<file path="src/core/vip_defs.vh">
// Constants for the vectored interrupt prioritizer.
// Assumes program memory is word addressed in steps of two, as the core sees it.
`ifndef VIP_DEFS_VH
`define VIP_DEFS_VH

// ****************************************
// Source counts and widths
// ****************************************
`define VIP_NTRAP 7
`define VIP_NIRQ 151
`define VIP_PRIO_W 3
`define VIP_VEC_W 8
`define VIP_ADDR_W 24

// ****************************************
// Vector table placement
// ****************************************
`define VIP_TABLE_BASE 24'h000004
`define VIP_TABLE_STRIDE 24'h000002
`define VIP_RESET_ADDR 24'h000000

// ****************************************
// Fixed latencies in mclk cycles
// ****************************************
`define VIP_ENTRY_CYC 4'h4
`define VIP_RET_CYC 4'h3
`define VIP_CAPT_CYC 4'h2

// ****************************************
// Sequencer states
// ****************************************
`define VIP_ST_IDLE 2'h0
`define VIP_ST_FETCH 2'h1
`define VIP_ST_WAIT 2'h2
`define VIP_ST_RET 2'h3

`endif

</file>
<file path="src/core/vip_top.v">
// Vectored interrupt prioritizer: arbitration, request to the core and vector fetch.
// Assumes all inputs are synchronous to mclk and program memory answers one cycle after a fetch strobe.
`timescale 1ns/10ps
`default_nettype none
`include "vip_defs.vh"

module vip_top #(
    parameter NTRAP = `VIP_NTRAP,
    parameter NIRQ = `VIP_NIRQ,
    parameter PRIO_W = `VIP_PRIO_W,
    parameter VEC_W = `VIP_VEC_W,
    parameter ADDR_W = `VIP_ADDR_W
) (
    input wire mclk,
    input wire rst,
    input wire [NTRAP-1:0] trap_req,
    input wire [NIRQ-1:0] irq_flag,
    input wire [NIRQ-1:0] irq_enable,
    input wire [NIRQ*PRIO_W-1:0] irq_level,
    input wire [PRIO_W-1:0] core_level,
    input wire core_ack,
    input wire core_ret,
    output wire core_req,
    output wire core_req_trap,
    output wire [VEC_W-1:0] core_req_vec,
    output wire [PRIO_W-1:0] core_req_level,
    output wire fetch_en,
    output wire [ADDR_W-1:0] fetch_addr,
    input wire [ADDR_W-1:0] fetch_data,
    output wire isr_valid,
    output wire [ADDR_W-1:0] isr_addr,
    output wire [VEC_W-1:0] isr_vec,
    output wire ret_done,
    output wire busy
);

    // ****************************************
    // Helpers
    // ****************************************

    function [ADDR_W-1:0] vec_addr;
        input [VEC_W-1:0] vec;
        reg [ADDR_W-1:0] wide;
        begin
            wide = {{(ADDR_W-VEC_W){1'b0}}, vec};
            vec_addr = `VIP_TABLE_BASE + wide * `VIP_TABLE_STRIDE;
        end
    endfunction

    function [PRIO_W-1:0] level_of;
        input [NIRQ*PRIO_W-1:0] levels;
        input integer idx;
        begin
            level_of = levels[idx*PRIO_W +: PRIO_W];
        end
    endfunction

    // Sequencer decodes, shared by next state and outputs
    function at_idle;
        input [1:0] st;
        begin
            at_idle = (st == `VIP_ST_IDLE);
        end
    endfunction

    function entry_last;
        input [1:0] st;
        input [3:0] cnt;
        begin
            entry_last = (st == `VIP_ST_WAIT) && (cnt == `VIP_ENTRY_CYC - 4'h1);
        end
    endfunction

    function ret_last;
        input [1:0] st;
        input [3:0] cnt;
        begin
            ret_last = (st == `VIP_ST_RET) && (cnt == `VIP_RET_CYC - 4'h1);
        end
    endfunction

    function [3:0] cnt_step;
        input [3:0] cnt;
        begin
            cnt_step = cnt + 4'h1;
        end
    endfunction

    // ****************************************
    // Combinational arbitration
    // ****************************************
    reg trap_any;
    reg [VEC_W-1:0] trap_vec;
    reg irq_any;
    reg [VEC_W-1:0] irq_vec;
    reg [PRIO_W-1:0] irq_best;
    reg [PRIO_W-1:0] lvl;
    integer i;
    integer j;
    // Flags are kept outside; nothing here clears them
    localparam [VEC_W-1:0] IRQ_BASE = NTRAP[VEC_W-1:0];

    always @* begin
        trap_any = 1'b0;
        trap_vec = {VEC_W{1'b0}};
        // High to low, so the lowest pending trap writes last
        for (i = NTRAP - 1; i >= 0; i = i - 1) begin
            if (trap_req[i]) begin
                trap_any = 1'b1;
                trap_vec = i[VEC_W-1:0];
            end
        end
    end

    always @* begin
        irq_any = 1'b0;
        irq_vec = {VEC_W{1'b0}};
        irq_best = {PRIO_W{1'b0}};
        lvl = {PRIO_W{1'b0}};
        for (j = 0; j < NIRQ; j = j + 1) begin
            lvl = level_of(irq_level, j);
            if (irq_flag[j] && irq_enable[j] && (!irq_any || lvl > irq_best)) begin
                irq_any = 1'b1;
                irq_best = lvl;
                irq_vec = j[VEC_W-1:0] + IRQ_BASE;
            end
        end
    end

    wire irq_allowed = irq_any && (irq_best > core_level);
    wire win_any = trap_any || irq_allowed;
    wire [VEC_W-1:0] win_vec = trap_any ? trap_vec : irq_vec;
    // Traps report the top level so the core can rank them
    wire [PRIO_W-1:0] win_level = trap_any ? {PRIO_W{1'b1}} : irq_best;

    // ****************************************
    // Registered request to the core
    // ****************************************
    reg req_q;
    reg req_trap_q;
    reg [VEC_W-1:0] req_vec_q;
    reg [PRIO_W-1:0] req_level_q;
    reg [1:0] state_q;
    wire idle = at_idle(state_q);

    // Single merged request
    // Request is withdrawn while a dispatch runs so the core never sees a stale vector
    // An ack or a return drops it on the next edge
    always @(posedge mclk or posedge rst) begin
        if (rst) begin
            req_q <= 1'b0;
            req_trap_q <= 1'b0;
            req_vec_q <= {VEC_W{1'b0}};
            req_level_q <= {PRIO_W{1'b0}};
        end else begin
            req_q <= win_any && idle && !core_ack && !core_ret;
            req_trap_q <= trap_any;
            req_vec_q <= win_vec;
            req_level_q <= win_level;
        end
    end

    assign core_req = req_q;
    assign core_req_trap = req_q & req_trap_q;
    assign core_req_vec = req_vec_q;
    assign core_req_level = req_level_q;

    // ****************************************
    // Entry and return sequencer
    // ****************************************
    reg [3:0] cnt_q;
    reg [3:0] cnt_d;
    reg [1:0] state_d;
    reg [VEC_W-1:0] svc_vec_q;
    reg [ADDR_W-1:0] isr_addr_q;
    reg isr_valid_q;
    reg ret_done_q;
    reg fetch_en_q;
    reg [ADDR_W-1:0] fetch_addr_q;

    wire take = idle && req_q && core_ack;
    wire give_back = idle && !take && core_ret;

    wire entry_end = entry_last(state_q, cnt_q);
    wire ret_end = ret_last(state_q, cnt_q);
    // Program memory answers one cycle after the strobe
    wire capture = (state_q == `VIP_ST_WAIT) && (cnt_q == `VIP_CAPT_CYC);

    always @* begin
        state_d = state_q;
        cnt_d = cnt_q;
        case (state_q)
            `VIP_ST_IDLE: begin
                if (take) begin
                    state_d = `VIP_ST_FETCH;
                    cnt_d = 4'h1;
                end else if (give_back) begin
                    state_d = `VIP_ST_RET;
                    cnt_d = 4'h1;
                end
            end
            `VIP_ST_FETCH: begin
                state_d = `VIP_ST_WAIT;
                cnt_d = cnt_step(cnt_q);
            end
            `VIP_ST_WAIT: begin
                cnt_d = cnt_step(cnt_q);
                if (entry_end) begin
                    state_d = `VIP_ST_IDLE;
                    cnt_d = 4'h0;
                end
            end
            `VIP_ST_RET: begin
                cnt_d = cnt_step(cnt_q);
                if (ret_end) begin
                    state_d = `VIP_ST_IDLE;
                    cnt_d = 4'h0;
                end
            end
            default: begin
                state_d = `VIP_ST_IDLE;
                cnt_d = 4'h0;
            end
        endcase
    end

    always @(posedge mclk or posedge rst) begin
        if (rst) begin
            state_q <= `VIP_ST_IDLE;
            cnt_q <= 4'h0;
            svc_vec_q <= {VEC_W{1'b0}};
            isr_addr_q <= `VIP_RESET_ADDR;
            isr_valid_q <= 1'b0;
            ret_done_q <= 1'b0;
            fetch_en_q <= 1'b0;
            fetch_addr_q <= {ADDR_W{1'b0}};
        end else begin
            state_q <= state_d;
            cnt_q <= cnt_d;
            if (take) begin
                svc_vec_q <= req_vec_q;
            end
            fetch_en_q <= take;
            if (take) begin
                fetch_addr_q <= vec_addr(req_vec_q);
            end
            if (capture) begin
                isr_addr_q <= fetch_data;
            end
            isr_valid_q <= entry_end;
            ret_done_q <= ret_end;
        end
    end

    // ****************************************
    // Output drive
    // ****************************************

    assign fetch_en = fetch_en_q;
    assign fetch_addr = fetch_addr_q;
    assign isr_valid = isr_valid_q;
    assign isr_addr = isr_addr_q;
    assign isr_vec = svc_vec_q;
    assign ret_done = ret_done_q;
    // Decoded, not registered, so it falls with the state
    assign busy = !idle;

endmodule

`default_nettype wire

</file>
<file path="config.mk">
export PLATFORM = sky130hd
export DESIGN_NAME = vip_top
export DESIGN_NICKNAME = d
export VERILOG_FILES = /design/src/core/vip_top.v
export VERILOG_INCLUDE_DIRS = /design/src /design/src/core
export SDC_FILE = /design/constraint.sdc
export NUM_CORES = 1
export LEC_CHECK = 0
export BUFFER_PORTS_ARGS = -buffer_cell sky130_fd_sc_hd__buf_2
export CAP_MARGIN = 20
export CORE_AREA = 4 4 340 342
export DETAILED_ROUTE_END_ITERATION = 6
export DIE_AREA = 0 0 344 346
export PLACE_DENSITY = 0.47
export SLEW_MARGIN = 20
export SYNTH_ARGS = -nofsm -noshare
export SYNTH_HDL_FRONTEND = slang
export SYNTH_SLANG_ARGS = --single-unit
</file>
<file path="constraint.sdc">
create_clock -name mclk -period 1.7 [get_ports mclk]
set_clock_uncertainty 0.1 [all_clocks]
set_input_delay 0.17 -clock mclk [delete_from_list [all_inputs] [get_ports mclk]]
set_output_delay 0.17 -clock mclk [all_outputs]
set_load 0.05 [all_outputs]
</file>
==> metrics <==
post-route clock period utilization=118; Core Box Area=0.112 mm2; FMAX=4.98 MHz; CTS tree=yes; Port Buffers=850; Final Instance Area=0.0525 mm2; DP Area=0.0462 mm2; Layout Nets=7734; Filler cells=11348; worst setup margin=-199.29 ns; Via Count=39626; Clk pin slew, worst setup/hold paths=0.06 ns; I/O pin cnt=866; number of global-route vias before repair=38427; worst hold path class=primary input to flop; failing checks=setup timing; Avg Cell Area, Syn=6.47 um2; number of remaining DRC errors=0; async set-reset flop share out of synthesis=1.00; clk_lat worst skew=0.35 ns; kind of critical path=primary input to flop; top-area cell type share of the netlist area=0.157; top_reg_cell synth=dfrtp_1; slowest CP cell=or4_4; Synth area leaders=ha_1, a21oi_1, nand2_1, dfrtp_1, inv_1; Post-synth EDFFs=0; largest net degree at the start of global routing=63; most frequent cells after synthesis=nand2_1, a21oi_1, inv_1; final hold viol count=0; WL/cell=18.7 um; gr ovfl total=0; critical path launch point type=primary input; Buf/Inv on CP=91; die width=344 um; worst-margin pin slew=0.808 ns; ANT nets after route=0; DP HPWL=134000 um; gr usage total=0.234; max-slew violation count=0; setup violators final=12; H-tree depth=3; Slew headroom=0.447; WL final=153000 um; register area=0.00155 mm2; RSZ-0062 raised after global routing=yes; synthesis-stage register bit count=62; via/cell ratio=4.83; initial antenna violation count=115; Yosys warning total=0; CTS Buffer Depth=2; die area=0.119 mm2; Area growth syn-to-layout=111%; Mapped Cells=3842; Yosys cell types=117; Top delay family on crit path=compound AO/OA/AOI/OAI gates; crit-path max cell delay=0.53 ns; Die Y-Extent=346 um; Rows=123; ratio of cells with drive above 1 in the final layout=0.599; Initial Util=0.221; CP Capture Type=flop; register area share after synthesis=0.0624; DRT Pass-1 Iters=6; Syn Std Cell Area=0.0249 mm2; RePlAce Congestion=0.971; Yosys top cell by area=ha_1; Worst EP arrival=201.13 ns; run status=finished, violations left; CP Data Required Time=1.84 ns; Tmin final=200.99 ns; dpl cells=7823; most numerous cell in the Yosys netlist=nand2_1; crit-path most repeated cell=a21oi_2; Multi-input gate area=0.0278 mm2; critical-path maximum fanout=7; CTS root buf=clkbuf_16; clock tree sinks=62; 1st-iter DRT viols=1757; max-capacitance violation count=0; first-pass GRT wire length=219000 um; CTS buffer count=9; Final Non-Filler Cells=8202
==> metal layers <==
layer  wire, um  vias to the layer above  GRT usage
met5        309                        -          0
met4       5620                       46     0.0759
met3      10000                      290     0.0428
met2      75500                     1097      0.421
met1      61700                    18415      0.279
li1           -                    19778          -
==> registers in the layout, summed over array words and instances, names as in the netlist <==
register / cells
isr_addr: 24
isr_valid: 1
fetch_addr: 8
core_req_vec: 8
cnt_q: 4
ret_done: 1
req_trap_q: 1
state_q: 2
fetch_en: 1
core_req: 1
core_req_level: 3
isr_vec: 8
==> through the flow <==
stage | TNS (ns) | hold WS [ns] | setup WS, ns | util
floorplan | -2317.29 | 0.142 | -193.65 | -
global placement | -2428.93 | 0.188 | -202.86 | 0.411
detailed placement | -2464.98 | 0.202 | -205.86 | 0.411
CTS | -2415.78 | 0.0793 | -201.74 | 0.426
global route | -2524.82 | 0.0984 | -211.03 | 0.467
finish | -2385.24 | 0.0909 | -199.29 | 0.468
==> worst reg2reg max path: stages (launching register included) <==
cell and delay (ns):
dfrtp_1 0.41, ha_1 0.25, nand2b_1 0.12, a21oi_2 0.08, or2_4 0.27, buf_4 0.14
o31ai_1 0.21
==> area by class of cell <==
type                    count  share of cell area
diodes                     69             0.00329
multi-input cells        3332               0.530
inverters                 414              0.0297
repair buffers           2809               0.366
clock inverters             5            0.000643
clock buffers              11             0.00481
flip-flops and latches     62              0.0296
well taps                1500              0.0357
==> final timing paths <==
path | startpoint | endpoint | slack, ns | depth (start not counted)
setup / recovery | irq_flag[0] | core_req | -199.29 | 1129
hold / removal | irq_level[452] | core_req_level[2] | 0.09 | 3
max in group asynchronous | rst | state_q[0] | 0.82 | 4
min in group asynchronous | rst | isr_addr[0] | 0.39 | 4
setup reg to reg | cnt_q[0] | cnt_q[3] | 0.03 | 6
hold reg to reg | fetch_addr[6] | fetch_addr[6] | 0.37 | 2
==> timing repair <==
| action | CTS | global route |
|---|---|---|
| hold buffers | 27 | 0 |
| endpoints found under the hold margin | 87 | 0 |
| setup buffers | 86 | 183 |
| pin swaps | 104 | 656 |
| setup endpoints to repair | 15 | 37 |
| gates resized for setup | 113 | 622 |
==> logic make-up after synthesis <==
logic type      after synthesis  synth area share
simple gates               1529             0.292
compound gates             1293             0.338
buf+inv                     462            0.0741
fa+ha+maj                   357             0.175
mux                         133            0.0571
flops                        62            0.0624
xor+xnor                      5           0.00176
other cells                   1          0.000151
==> layout by cell type, fill, tap and decap left out, drive strengths merged, types with 13 or more instances in the layout <==
master	Yosys	routed
buf	28	2781
nand2	532	532
a21oi	454	454
inv	413	412
nor2	345	345
ha	313	313
o21ai	232	232
nand3	191	191
and2	81	81
nor3	78	78
a31oi	74	74
mux2	71	71
diode	0	69
nor2b	66	66
dfrtp	62	62
mux2i	62	62
a21o	58	58
o21a	50	50
and3	45	45
maj3	44	44
o211ai	40	40
o31ai	39	39
a211oi	32	32
nand4	31	31
o21bai	31	31
or2	30	30
dlygate4sd3	0	27
nand2b	25	25
nor4	25	25
a22oi	24	24
or3	21	21
o22ai	17	17
conb	1	15
a21boi	15	15
a221oi	14	14
a211o	13	13
a221o	13	13
Power is not shown: default switching activity piles up to over one toggle a cycle in this logic, so the estimate is an artifact.
